File: src/rtl/ldo_regs_pkg.sv
/*
  constants for the low-noise regulator channel register bank: register
  indices, field positions, writable masks, reset values, state codes.
  assumes an avalon-mm master with byte addresses and 32-bit data.
*/
package ldo_regs_pkg;
  // ==========================================================
  // bus and register indices (byte address = index * 4)
  localparam int ADDR_W = 18;
  localparam int DATA_W = 32;
  localparam logic [15:0] IDX_FAULT_HWC = 16'h407A;
  localparam logic [15:0] IDX_ON_STATE = 16'h407B;
  localparam logic [15:0] IDX_SLEEP_STATE = 16'h407C;
  localparam logic [15:0] IDX_IRQ_STATUS = 16'h4080;
  localparam logic [15:0] IDX_IRQ_ENABLE = 16'h4081;
  // ==========================================================
  // field positions
  localparam int ACT_LO = 14;
  localparam int SRC_LO = 11;
  localparam int HWC_VSEL_BIT = 10;
  localparam int HWM_LO = 8;
  localparam int FLT_BIT = 7;
  localparam int SWI_BIT = 6;
  localparam int SLOT_LO = 13;
  localparam int MODE_BIT = 8;
  localparam int VOLT_LO = 0;
  localparam int UV_IRQ_BIT = 0;
  // ==========================================================
  // writable masks and reset values
  localparam logic [15:0] FAULT_HWC_MASK = 16'hDFC0;
  localparam logic [15:0] STATE_CFG_MASK = 16'hE11F;
  localparam logic [15:0] IRQ_MASK = 16'h0001;
  localparam logic [15:0] FAULT_HWC_RST = 16'h0200;
  localparam logic [15:0] ON_STATE_RST = 16'h0000;
  localparam logic [15:0] SLEEP_STATE_RST = 16'h0100;
  localparam logic [15:0] IRQ_ENABLE_RST = 16'h0001;
  // ==========================================================
  // field codes
  localparam logic [1:0] ACT_IGNORE = 2'h0;
  localparam logic [1:0] ACT_SHUTDOWN = 2'h1;
  localparam logic [1:0] ACT_DEV_RESET = 2'h2;
  localparam logic [1:0] SRC_HWC1 = 2'h1;
  localparam logic [1:0] SRC_HWC2 = 2'h2;
  localparam logic [1:0] SRC_EITHER = 2'h3;
  localparam logic [1:0] HWM_OFF = 2'h1;
  localparam logic [1:0] HWM_FOLLOW_ON = 2'h3;
  localparam logic [2:0] SLOT_NONE = 3'h0;
  localparam logic [2:0] SLOT_LAST = 3'h5;
  // ==========================================================
  // output voltage encoding in millivolts
  localparam logic [4:0] MV_KNEE_CODE = 5'h0C;
  localparam logic [11:0] MV_BASE = 12'd1000;
  localparam logic [11:0] MV_STEP_LO = 12'd50;
  localparam logic [11:0] MV_HIGH_BASE = 12'd1700;
  localparam logic [11:0] MV_STEP_HI = 12'd100;
  // ==========================================================
  // regulator state
  typedef enum logic [2:0] {
    ST_OFF = 3'b001,
    ST_ON = 3'b010,
    ST_SLEEP = 3'b100
  } reg_state_t;
endpackage : ldo_regs_pkg

File: src/rtl/ldo_channel_control_regs.sv
/*
  control register bank and state logic for one low-noise regulator
  channel. assumes an avalon-mm master, a sequencer on the same clock
  issuing one-cycle timeslot strobes, and asynchronous fault and
  hardware control/enable pins.
*/
// How it works
// - error action: ignore, shut regulator, reset device
// - undervoltage always sets interrupt status
// - hardware control source selects input 1, 2, either
// - hardware voltage choice picks on or sleep voltage
// - hardware mode: low power, off, follow on-mode
// - disabled output discharged unless float bit set
// - on slot 1..5 enables in startup timeslot
// - on slot 110/111 follows hardware enable 1/2
// - on-state mode bit selects low power
// - voltage 1.00V plus 50mV steps to 0Ch
// - above 0Ch 100mV steps from 1.70V
// - sleep codes 000/110/111 transition slots 5/3/1
// - sleep codes 001..101 disable in slots 5..1
// - hardware-enabled: codes 001..101 choose sleep slot
// - sleep mode bit selects low power, resets 1
// - sleep voltage uses same encoding
`timescale 1ns/1ns
module ldo_channel_control_regs (
  input wire logic i_mclk,
  input wire logic i_resetn,
  input wire logic [ldo_regs_pkg::ADDR_W-1:0] i_avs_address,
  input wire logic i_avs_read,
  input wire logic i_avs_write,
  input wire logic [ldo_regs_pkg::DATA_W-1:0] i_avs_writedata,
  input wire logic [3:0] i_avs_byteenable,
  output logic [ldo_regs_pkg::DATA_W-1:0] o_avs_readdata,
  output logic o_avs_waitrequest,
  input wire logic i_undervoltage,
  input wire logic i_hw_control1,
  input wire logic i_hw_control2,
  input wire logic i_hw_enable1,
  input wire logic i_hw_enable2,
  input wire logic i_seq_strobe,
  input wire logic [2:0] i_seq_slot,
  input wire logic i_seq_to_sleep,
  output logic o_reg_enable,
  output logic o_reg_low_power,
  output logic [4:0] o_reg_voltage,
  output logic [11:0] o_target_mv,
  output logic o_output_discharge,
  output logic o_switch_mode,
  output logic o_device_reset,
  output logic o_irq
);
  import ldo_regs_pkg::*;

  // ==========================================================
  // pin synchronisers
  localparam int NPIN = 5;
  logic [NPIN-1:0] pin_raw;
  logic [NPIN-1:0] s1_q, s2_q, s3_q, clean_q;
  assign pin_raw = {i_hw_enable2, i_hw_enable1, i_hw_control2, i_hw_control1, i_undervoltage};

  generate
    for (genvar g = 0; g < NPIN; g++) begin : g_sync
      always_ff @(posedge i_mclk or negedge i_resetn) begin
        if (!i_resetn) begin
          s1_q[g] <= 1'b0;
          s2_q[g] <= 1'b0;
          s3_q[g] <= 1'b0;
          clean_q[g] <= 1'b0;
        end else begin
          s1_q[g] <= pin_raw[g];
          s2_q[g] <= s1_q[g];
          s3_q[g] <= s2_q[g];
          if (s2_q[g] == s3_q[g]) begin
            clean_q[g] <= s3_q[g];
          end
        end
      end
    end
  endgenerate

  wire uv_next = (s2_q[0] == s3_q[0]) ? s3_q[0] : clean_q[0];
  wire uv_rise = uv_next && !clean_q[0];
  wire hwc1 = clean_q[1];
  wire hwc2 = clean_q[2];
  wire hwe1 = clean_q[3];
  wire hwe2 = clean_q[4];

  // ==========================================================
  // registers and bus decode
  logic [15:0] fault_hwc_q, on_cfg_q, sleep_cfg_q, irq_status_q, irq_enable_q;
  logic wait_q;
  wire [15:0] word_idx = i_avs_address[17:2];
  wire hit_fault = (word_idx == IDX_FAULT_HWC);
  wire hit_on = (word_idx == IDX_ON_STATE);
  wire hit_sleep = (word_idx == IDX_SLEEP_STATE);
  wire hit_status = (word_idx == IDX_IRQ_STATUS);
  wire hit_enable = (word_idx == IDX_IRQ_ENABLE);
  wire wr_go = i_avs_write && !wait_q;
  wire req_new = (i_avs_read || i_avs_write) && wait_q;
  wire [15:0] lane_mask = {{8{i_avs_byteenable[1]}}, {8{i_avs_byteenable[0]}}};
  wire [15:0] wdata = i_avs_writedata[15:0];

  function automatic logic [15:0] merge(input logic [15:0] old, input logic [15:0] lanes,
                                         input logic [15:0] data, input logic [15:0] wmask);
    merge = ((old & ~lanes) | (data & lanes)) & wmask;
  endfunction : merge

  wire [15:0] rd_word = hit_fault ? fault_hwc_q :
                        hit_on ? on_cfg_q :
                        hit_sleep ? sleep_cfg_q :
                        hit_status ? irq_status_q :
                        hit_enable ? irq_enable_q : 16'h0000;

  // ==========================================================
  // field views
  wire [1:0] uv_action = fault_hwc_q[ACT_LO +: 2];
  wire [1:0] hw_control_source = fault_hwc_q[SRC_LO +: 2];
  wire hw_control_voltage_choice = fault_hwc_q[HWC_VSEL_BIT];
  wire [1:0] hw_control_mode = fault_hwc_q[HWM_LO +: 2];
  wire output_float_on_disable = fault_hwc_q[FLT_BIT];
  wire switch_mode_select = fault_hwc_q[SWI_BIT];
  wire [2:0] on_state_timeslot = on_cfg_q[SLOT_LO +: 3];
  wire on_state_low_power = on_cfg_q[MODE_BIT];
  wire [4:0] on_state_voltage = on_cfg_q[VOLT_LO +: 5];
  wire [2:0] sleep_state_timeslot = sleep_cfg_q[SLOT_LO +: 3];
  wire sleep_state_low_power = sleep_cfg_q[MODE_BIT];
  wire [4:0] sleep_state_voltage = sleep_cfg_q[VOLT_LO +: 5];

  // ==========================================================
  // sequencing decode
  function automatic logic [2:0] sleep_slot_of(input logic [2:0] code);
    unique case (code)
      3'h0: sleep_slot_of = 3'h5;
      3'h6: sleep_slot_of = 3'h3;
      3'h7: sleep_slot_of = 3'h1;
      default: sleep_slot_of = 3'h6 - code;
    endcase
  endfunction : sleep_slot_of

  reg_state_t state_q, state_d;
  wire on_hw = (on_state_timeslot[2:1] == 2'b11);
  wire hwe_sel = on_state_timeslot[0] ? hwe2 : hwe1;
  wire startup_hit = i_seq_strobe && !i_seq_to_sleep && !on_hw &&
                     (on_state_timeslot != SLOT_NONE) && (on_state_timeslot == i_seq_slot);
  wire sleep_hit = i_seq_strobe && i_seq_to_sleep &&
                   (i_seq_slot == sleep_slot_of(sleep_state_timeslot));
  wire sleep_is_disable = (sleep_state_timeslot != SLOT_NONE) &&
                          (sleep_state_timeslot <= SLOT_LAST);
  wire sleep_disable = sleep_hit && sleep_is_disable && !on_hw;
  wire uv_shut = uv_rise && (uv_action == ACT_SHUTDOWN);
  wire uv_reset = uv_rise && (uv_action == ACT_DEV_RESET);

  always_comb begin
    state_d = state_q;
    unique case (state_q)
      ST_OFF: begin
        if (startup_hit || (on_hw && hwe_sel)) begin
          state_d = ST_ON;
        end
      end
      ST_ON: begin
        if (on_hw && !hwe_sel) begin
          state_d = ST_OFF;
        end else if (sleep_disable) begin
          state_d = ST_OFF;
        end else if (sleep_hit) begin
          state_d = ST_SLEEP;
        end
      end
      ST_SLEEP: begin
        if (on_hw && !hwe_sel) begin
          state_d = ST_OFF;
        end else if (startup_hit) begin
          state_d = ST_ON;
        end
      end
      default: state_d = ST_OFF;
    endcase
    if (uv_shut) begin
      state_d = ST_OFF;
    end
  end

  // ==========================================================
  // output control
  wire hwc_active = ((hw_control_source == SRC_HWC1) && hwc1) ||
                    ((hw_control_source == SRC_HWC2) && hwc2) ||
                    ((hw_control_source == SRC_EITHER) && (hwc1 || hwc2));
  wire enable_d = (state_d != ST_OFF) && !(hwc_active && (hw_control_mode == HWM_OFF));
  wire low_power_d = hwc_active ?
                     ((hw_control_mode == HWM_FOLLOW_ON) ? on_state_low_power : 1'b1) :
                     ((state_d == ST_SLEEP) ? sleep_state_low_power : on_state_low_power);
  wire [4:0] volt_d = hwc_active ?
                      (hw_control_voltage_choice ? sleep_state_voltage : on_state_voltage) :
                      ((state_d == ST_SLEEP) ? sleep_state_voltage : on_state_voltage);
  wire [11:0] mv_lo = MV_BASE + 12'(volt_d) * MV_STEP_LO;
  wire [11:0] mv_hi = MV_HIGH_BASE + 12'(volt_d - MV_KNEE_CODE - 5'h1) * MV_STEP_HI;
  wire [11:0] mv_d = (volt_d <= MV_KNEE_CODE) ? mv_lo : mv_hi;
  wire discharge_d = !enable_d && !output_float_on_disable;
  wire [15:0] status_set = {15'h0000, uv_rise};
  wire [15:0] status_clr = (wr_go && hit_status) ? (wdata & lane_mask) : 16'h0000;
  wire [15:0] status_d = ((irq_status_q & ~status_clr) | status_set) & IRQ_MASK;

  // ==========================================================
  // register file
  always_ff @(posedge i_mclk or negedge i_resetn) begin
    if (!i_resetn) begin
      fault_hwc_q <= FAULT_HWC_RST;
      on_cfg_q <= ON_STATE_RST;
      sleep_cfg_q <= SLEEP_STATE_RST;
      irq_enable_q <= IRQ_ENABLE_RST;
    end else if (wr_go) begin
      if (hit_fault) fault_hwc_q <= merge(fault_hwc_q, lane_mask, wdata, FAULT_HWC_MASK);
      if (hit_on) on_cfg_q <= merge(on_cfg_q, lane_mask, wdata, STATE_CFG_MASK);
      if (hit_sleep) sleep_cfg_q <= merge(sleep_cfg_q, lane_mask, wdata, STATE_CFG_MASK);
      if (hit_enable) irq_enable_q <= merge(irq_enable_q, lane_mask, wdata, IRQ_MASK);
    end
  end

  always_ff @(posedge i_mclk or negedge i_resetn) begin
    if (!i_resetn) begin
      wait_q <= 1'b1;
      o_avs_readdata <= '0;
    end else begin
      wait_q <= !req_new;
      if (req_new && i_avs_read) o_avs_readdata <= {16'h0000, rd_word};
    end
  end
  assign o_avs_waitrequest = wait_q;

  // ==========================================================
  // state and outputs
  always_ff @(posedge i_mclk or negedge i_resetn) begin
    if (!i_resetn) begin
      state_q <= ST_OFF;
      irq_status_q <= 16'h0000;
      o_reg_enable <= 1'b0;
      o_reg_low_power <= 1'b0;
      o_reg_voltage <= 5'h00;
      o_target_mv <= MV_BASE;
      o_output_discharge <= 1'b1;
      o_switch_mode <= 1'b0;
      o_device_reset <= 1'b0;
      o_irq <= 1'b0;
    end else begin
      state_q <= state_d;
      irq_status_q <= status_d;
      o_reg_enable <= enable_d;
      o_reg_low_power <= low_power_d;
      o_reg_voltage <= volt_d;
      o_target_mv <= mv_d;
      o_output_discharge <= discharge_d;
      o_switch_mode <= switch_mode_select;
      o_device_reset <= uv_reset;
      o_irq <= |(status_d & irq_enable_q);
    end
  end

  // ==========================================================
  // assertions
  property p_uv_shutdown;
    @(posedge i_mclk) disable iff (!i_resetn)
    uv_shut |=> (state_q == ST_OFF) && !o_reg_enable;
  endproperty
  a_uv_shutdown: assert property (p_uv_shutdown) else $error("fault did not shut down");

  property p_dev_reset_cause;
    @(posedge i_mclk) disable iff (!i_resetn)
    o_device_reset |-> $past(uv_rise) && $past(uv_action) == ACT_DEV_RESET;
  endproperty
  a_dev_reset_cause: assert property (p_dev_reset_cause) else $error("reset without cause");

  property p_irq_always;
    @(posedge i_mclk) disable iff (!i_resetn)
    uv_rise |=> irq_status_q[UV_IRQ_BIT] ##0 (o_irq == irq_enable_q[UV_IRQ_BIT]);
  endproperty
  a_irq_always: assert property (p_irq_always) else $error("fault flag not set");

  property p_hwc_off;
    @(posedge i_mclk) disable iff (!i_resetn)
    hwc_active && hw_control_mode == HWM_OFF |=> !o_reg_enable;
  endproperty
  a_hwc_off: assert property (p_hwc_off) else $error("hardware off ignored");

  property p_hwc_volt;
    @(posedge i_mclk) disable iff (!i_resetn)
    hwc_active && hw_control_voltage_choice |=> o_reg_voltage == $past(sleep_state_voltage);
  endproperty
  a_hwc_volt: assert property (p_hwc_volt) else $error("wrong hardware voltage");

  property p_discharge;
    @(posedge i_mclk) disable iff (!i_resetn)
    o_reg_enable |-> !o_output_discharge;
  endproperty
  a_discharge: assert property (p_discharge) else $error("discharge while enabled");

  property p_startup;
    @(posedge i_mclk) disable iff (!i_resetn)
    startup_hit && !uv_shut |=> state_q == ST_ON;
  endproperty
  a_startup: assert property (p_startup) else $error("slot did not enable");

  property p_hw_enable;
    @(posedge i_mclk) disable iff (!i_resetn)
    on_hw && hwe_sel && state_q == ST_OFF && !uv_shut |=> state_q == ST_ON;
  endproperty
  a_hw_enable: assert property (p_hw_enable) else $error("hardware enable ignored");

  property p_sleep_disable;
    @(posedge i_mclk) disable iff (!i_resetn)
    sleep_disable && state_q == ST_ON |=> state_q == ST_OFF;
  endproperty
  a_sleep_disable: assert property (p_sleep_disable) else $error("sleep did not disable");

  property p_sleep_mode;
    @(posedge i_mclk) disable iff (!i_resetn)
    state_d == ST_SLEEP && !hwc_active |=> o_reg_low_power == $past(sleep_state_low_power);
  endproperty
  a_sleep_mode: assert property (p_sleep_mode) else $error("wrong sleep mode");

  property p_mv_low;
    @(posedge i_mclk) disable iff (!i_resetn)
    o_reg_voltage == 5'h0C |-> o_target_mv == 12'd1600;
  endproperty
  a_mv_low: assert property (p_mv_low) else $error("knee voltage wrong");

  property p_mv_high;
    @(posedge i_mclk) disable iff (!i_resetn)
    o_reg_voltage == 5'h1F |-> o_target_mv == 12'd3500;
  endproperty
  a_mv_high: assert property (p_mv_high) else $error("top voltage wrong");

  property p_reserved_zero;
    @(posedge i_mclk) disable iff (!i_resetn)
    !o_avs_waitrequest |-> o_avs_readdata[31:16] == 16'h0000;
  endproperty
  a_reserved_zero: assert property (p_reserved_zero) else $error("reserved bits set");

  property p_bus_answer;
    @(posedge i_mclk) disable iff (!i_resetn)
    (i_avs_read || i_avs_write) && o_avs_waitrequest |=> !o_avs_waitrequest;
  endproperty
  a_bus_answer: assert property (p_bus_answer) else $error("no bus answer");

  c_uv_reset: cover property (@(posedge i_mclk) disable iff (!i_resetn) uv_reset);
  c_to_sleep: cover property (@(posedge i_mclk) disable iff (!i_resetn)
    state_q == ST_ON ##1 state_q == ST_SLEEP);
  c_hw_follow: cover property (@(posedge i_mclk) disable iff (!i_resetn)
    on_hw && state_q == ST_ON);
  c_irq: cover property (@(posedge i_mclk) disable iff (!i_resetn) o_irq);
endmodule : ldo_channel_control_regs

File: config.mk
export PLATFORM = sky130hd
export DESIGN_NAME = ldo_channel_control_regs
export DESIGN_NICKNAME = d
export VERILOG_FILES = /design/src/rtl/ldo_regs_pkg.sv /design/src/rtl/ldo_channel_control_regs.sv
export SDC_FILE = /design/constraint.sdc
export NUM_CORES = 1
export LEC_CHECK = 0
export BUFFER_PORTS_ARGS = -buffer_cell sky130_fd_sc_hd__buf_2
export CAP_MARGIN = 15
export CORE_MARGIN = 10
export CORE_UTILIZATION = 60
export CTS_BUF_LIST = sky130_fd_sc_hd__clkbuf_4 sky130_fd_sc_hd__clkbuf_8
export DETAILED_ROUTE_END_ITERATION = 8
export GPL_TIMING_DRIVEN = 1
export MAX_ROUTING_LAYER = met4
export PLACE_DENSITY = 0.95
export SLEW_MARGIN = 20
export SYNTH_ARGS = -nofsm -noshare
export SYNTH_HDL_FRONTEND = slang
export SYNTH_SLANG_ARGS = --single-unit
File: constraint.sdc
create_clock -name i_mclk -period 14.5 [get_ports i_mclk]
set_input_delay 3.625 -clock i_mclk [delete_from_list [all_inputs] [get_ports i_mclk]]
set_output_delay 3.625 -clock i_mclk [all_outputs]
set_load 0.05 [all_outputs]
; Word-level counts from Yosys, hierarchy flattened
; Index checks and enable logic that the tools add are counted.
[word_totals]
regBits = 92
wordCells = 156
[classes]
addsub = 5
mul = 2
n_lt_le_gt_ge = 2
eq_ne = 27
n_mux = 24
bitwise_logic = 14
reduce_logical = 46
[ops]
columns = op, count
row1 = equality test 16 x 15 -> 1 bit (second input constant), 5
row2 = bitwise AND 16 bit, 4
row3 = two-way mux 16 bit, 3
row4 = bitwise OR 16 bit, 3
row5 = logical AND 1 bit, 24
row6 = two-way mux 3 bit, 7
row7 = case mux 3 bit (3 select lines), 2
row8 = inverter 16 bit, 1
row9 = OR reduction 16 bit, 1
row10 = two-way mux 5 bit, 3
row11 = adder 10 x 11 -> 12 bit (first input constant), 1
row12 = adder 11 x 12 -> 12 bit (first input constant), 1
row13 = equality test 3 bit (second input constant), 4
row14 = multiplier 12 x 5 -> 10 bit (second input constant), 1
row15 = two-way mux 12 bit, 1
row16 = equality test 2 bit (second input constant), 5
row17 = multiplier 5 x 5 -> 10 bit (second input constant), 1
row18 = logical NOT 1 bit, 9
row19 = two-way mux 1 bit, 8
row20 = AND reduction 2 bit, 4
row21 = subtractor 6 x 2 -> 7 bit (second input constant), 1
row22 = equality test 2 x 1 -> 1 bit (second input constant), 3
row23 = equality test 3 bit, 2
row24 = nonzero test 3 bit, 2
row25 = other kinds (13), 24

; Depth between registers and ports, before layout
[logic_depth]
word_depth = 18
mapped_depth = 26
mapped_depth_nobuf = 26

; Least setup slack after synthesis
; No wires, ideal clock.
[synth_path]
path_kind = input to register
from = input port i_seq_slot[0]
to = register o_target_mv[11]
setup_time_ns = 0.081
arrival_time_ns = 8.487
t_required_ns = 14.419
path_slack_ns = 5.931
stages = 22
path_cell_list = xor2_1 > nor3b_1 > and3_1 > and4bb_1 > o31ai_2 > mux2i_1 > inv_1 > ha_1 > inv_1 > ha_1 > inv_1 > a2111oi_4 > xor2_2 > ha_1 > ha_1 > fa_1 > ha_1 > xnor2_1 > nor2_1 > nand2_1 > xnor3_1 > mux2i_1
[synth_via]
elab_chain_len = 16
[synth_rtl]
columns = item, line
row1 = "start, declared", ldo_channel_control_regs.sv:41  ; input wire logic [2:0] i_seq_slot,
row2 = equality test 3 bit, ldo_channel_control_regs.sv:146  ; (i_seq_slot == sleep_slot_of(sleep_state_timeslot));
row3 = logical AND 1 bit, ldo_channel_control_regs.sv:145  ; wire sleep_hit = i_seq_strobe && i_seq_to_sleep &&
row4 = logical AND 1 bit (2 in series), ldo_channel_control_regs.sv:149  ; wire sleep_disable = sleep_hit && sleep_is_disable && !on_hw;
row5 = two-way mux 3 bit, ldo_channel_control_regs.sv:164  ; end else if (sleep_disable) begin
row6 = two-way mux 3 bit, ldo_channel_control_regs.sv:162  ; if (on_hw && !hwe_sel) begin
row7 = case mux 3 bit (3 select lines) *, ldo_channel_control_regs.sv:155  ; unique case (state_q)
row8 = two-way mux 3 bit *, ldo_channel_control_regs.sv:179  ; if (uv_shut) begin
row9 = equality test 3 bit *, ldo_channel_control_regs.sv:195  ; ((state_d == ST_SLEEP) ? sleep_state_voltage : on_state_voltage);
row10 = two-way mux 5 bit *, ldo_channel_control_regs.sv:195
row11 = two-way mux 5 bit *, ldo_channel_control_regs.sv:193  ; wire [4:0] volt_d = hwc_active ?
row12 = via volt_d[3], ldo_channel_control_regs.sv:193
row13 = subtractor 5 x 4 -> 6 bit, ldo_channel_control_regs.sv:197  ; wire [11:0] mv_hi = MV_HIGH_BASE + 12'(volt_d - MV_KNEE_CODE - 5'h1) * MV_STEP_HI;
row14 = subtractor 6 x 2 -> 7 bit, ldo_channel_control_regs.sv:197
row15 = multiplier 12 x 5 -> 10 bit, ldo_channel_control_regs.sv:197
row16 = adder 11 x 12 -> 12 bit, ldo_channel_control_regs.sv:197
row17 = two-way mux 12 bit *, ldo_channel_control_regs.sv:198  ; wire [11:0] mv_d = (volt_d <= MV_KNEE_CODE) ? mv_lo : mv_hi;
row18 = via mv_d[11], ldo_channel_control_regs.sv:198
row19 = "end signal, assigned", ldo_channel_control_regs.sv:251  ; o_target_mv <= mv_d;
row20 = "end, declared", ldo_channel_control_regs.sv:46  ; output logic [11:0] o_target_mv,
; Mark *: on every way through the listed nets, which the timed path passes. The rest lies on a longest branch.
; A chain may end at the register's enable or synchronous reset.

; Worst setup path after layout
; Same ends and word-level chain as after synthesis.

==> results.toml <==
[outcome]
status = "completed"

[routing]
drc = 0
postRouteAntennaNets = 0
avgViaCountPerCell = 5.80
wirelength_um = 12400
dr.first_iter.drc_count = 277
vias = 3883
wl_per_cell_um = 18.6
firstDrtPassIters = 5

[critical_path]
worstPathArrival_ns = 9.52
critPathMaxFanout = 7
rrSetupSlack_ns = 7.88
crit_slowest_cell = "o31ai_2"
rr_worst_depth = 23
crit_required_ns = 14.79
start_kind = "primary input"
crit_chain = "buf_2 > xor2_1 > nor3b_1 > and3_1 > and4bb_1 > o31ai_2 > mux2i_1 > inv_1 > ha_1 > inv_1 > ha_1 > inv_1 > a2111oi_4 > xor2_2 > ha_1 > ha_1 > fa_1 > ha_1 > xnor2_1 > nor2_1 > nand2_1 > xnor3_1 > mux2i_1"
critPathKind = "in2reg"
critPathMaxStageDelay_ns = 0.72
worstReg2RegEnd = "o_target_mv[11]"
end_kind = "register"
path_buf_inv = 4
cp_top_family = "adder cells"
cpMostUsedCell = "ha_1"

[clock_tree]
path_clk_slew_ns = 0.10
post_cts_resize_count = 0
ctsLongestPathBuffers = 2
cts_tree = "done"
cts.sinks = 90
numCtsBuffers = 9
cts_max_level = 3
cts-root-buf = "clkbuf_8"
worstSkewPairLatency_ns = 0.37
cts_hold_buf = 0
post_cts_buffers = 0

[timing]
fin_crit_ns = 9.24
fin_skew_ns = 0.0162
slew_viol_final = 0
max_freq_mhz = 108
tightest_slew_ns = 1.01
finalHoldViolCount = 0
max_slew_margin_pct = 32.6
setup_tns_ns = 0
fin_crit_sh_pct = 63.7
rsz0062_at_grt = "no"
setup_viol = 0

[run]
max_cap_viol_count = 0

[global_route]
grt_pass1_vias = 4188
grt_max_degree = 91
grt_pass1_wl_um = 20400
grt_overflow_total = 0
antenna_found_initial = 0
groute.usage.overall_pct = 20.1

[layout]
regArea_um2 = 2270
drive_above_1_share_pct = 27.1
syn_to_final_growth_pct = 13.1
fin_util_pct = 70.3
diodes = 0
fill_cells = 560
finalNetCount = 675
multi_input_area_um2 = 2650

[logic_synthesis]
synth_edf_count = 0
ys.warnings.count = 0
synth_top_area_share_pct = 38.0
synth-seq-cells = 90
yosysTopAreaCell = "dfrtp_1"
synth_common_cells = "dfrtp_1, nand2_1, ha_1"
yosysSeqAreaShare_pct = 44.1
syn_area_um2 = 5140
synth-async-reset-ratio_pct = 100
synth.area.top_cells = "dfrtp_1, ha_1, dfstp_2, mux2_2, nand2_1"
netlist_instances = 472
synth_ff_type = "dfrtp_1"
synth_area_per_cell_um2 = 10.9
yosysMostFrequentCell = "dfrtp_1"
ys_types = 56

[worst_hold_path]
worstHoldStart = "s1_q[1]"
hold_path_end = "s2_q[1]"
holdPathStages = 0
min_path_type = "reg2reg"

[floorplanning]
die_y_um = 113
ios = 124
initial_core_util_pct = 62.2
core_area_um2 = 8260
rows = 33
dieWidth_um = 113
die_area_um2 = 12700

[place]
gp_congestion = 0.938
port_buffers = 84
hpwl_um = 9230

[pwr]
power.total_mw = 0.457
peakVddDrop_uv = 51.1
p_leak_nw = 3.02
p_per_area_nw_per_um2 = 78.7
layer usage:
metal,part of all wire (%),vias up,GRT usage (%)
met4,2.3,0,8.04
met5,0,-,-
met2,54,168,36.5
li1,-,1773,-
met3,6.3,37,4.10
met1,38,1905,20.8
layout make-up:
type                       count  share of cell area, %
inverter                      31                   2.00
sequential                    90                   39.0
timing repair buffer          87                   7.74
clock inverter                 7                   1.25
clock buffer                   9                   2.13
multi-input combinational    340                   45.6
tap                          105                   2.26
per-stage QoR:
step / worst slack [ns] / hold slack (ns) / instance area [um2] / cells
2_1_floorplan: 5.93 / 0.331 / 5200 / 489
3_3_place_gp: 5.16 / 0.334 / 5610 / 653
3_5_place_dp: 5.01 / 0.336 / 5610 / 653
4_1_cts: 5.32 / 0.358 / 5800 / 669
5_1_grt: 4.95 / 0.363 / 5810 / 669
6_report: 5.26 / 0.355 / 5810 / 669
placed cells by master, fill, tap and decap left out, types with 6 or more instances in the layout:
master,netlist,routed
ha_1,44,44
nor2_1,21,21
mux2_2,26,26
nor2b_1,8,8
dfstp_2,12,12
mux2i_1,11,11
nand2_1,49,49
o21ai_0,30,30
xor2_1,12,12
conb_1,1,18
a31oi_1,7,7
clkbuf_8,0,9
buf_2,0,83
a21oi_1,12,12
xnor2_1,21,21
inv_1,31,31
nand3_1,6,6
dfrtp_1,78,78
cell families after synthesis:
group | count (synthesis) | share of synthesized area [%]
simple gates | 116 | 11.7
flops | 90 | 44.1
compound gates | 80 | 10.6
buf+inv | 59 | 5.70
fa+ha+maj | 53 | 13.3
mux | 38 | 8.14
xor+xnor | 35 | 6.38
other cells | 1 | 0.0730
power by group:
part | switching, mW | internal, mW | leakage, nW
logic | 0.0248 | 0.00756 | 1.77
registers | 0.00216 | 0.255 | 1.15
clock network | 0.100 | 0.0673 | 0.0966
worst max-delay path by stage:
stage / slack (ns) / depth (start not counted) / endpoint / startpoint
after floorplan: 5.93 / 22 / o_target_mv[11] / i_seq_slot[0]
after global placement: 5.16 / 23 / o_target_mv[11] / i_seq_slot[0]
after detailed placement: 5.01 / 23 / o_target_mv[11] / i_seq_slot[0]
after CTS: 5.32 / 23 / o_target_mv[11] / i_seq_slot[0]
after global routing: 4.95 / 23 / o_target_mv[11] / i_seq_slot[0]
final: 5.26 / 23 / o_target_mv[11] / i_seq_slot[0]
Power figures use the tool's default switching activity.
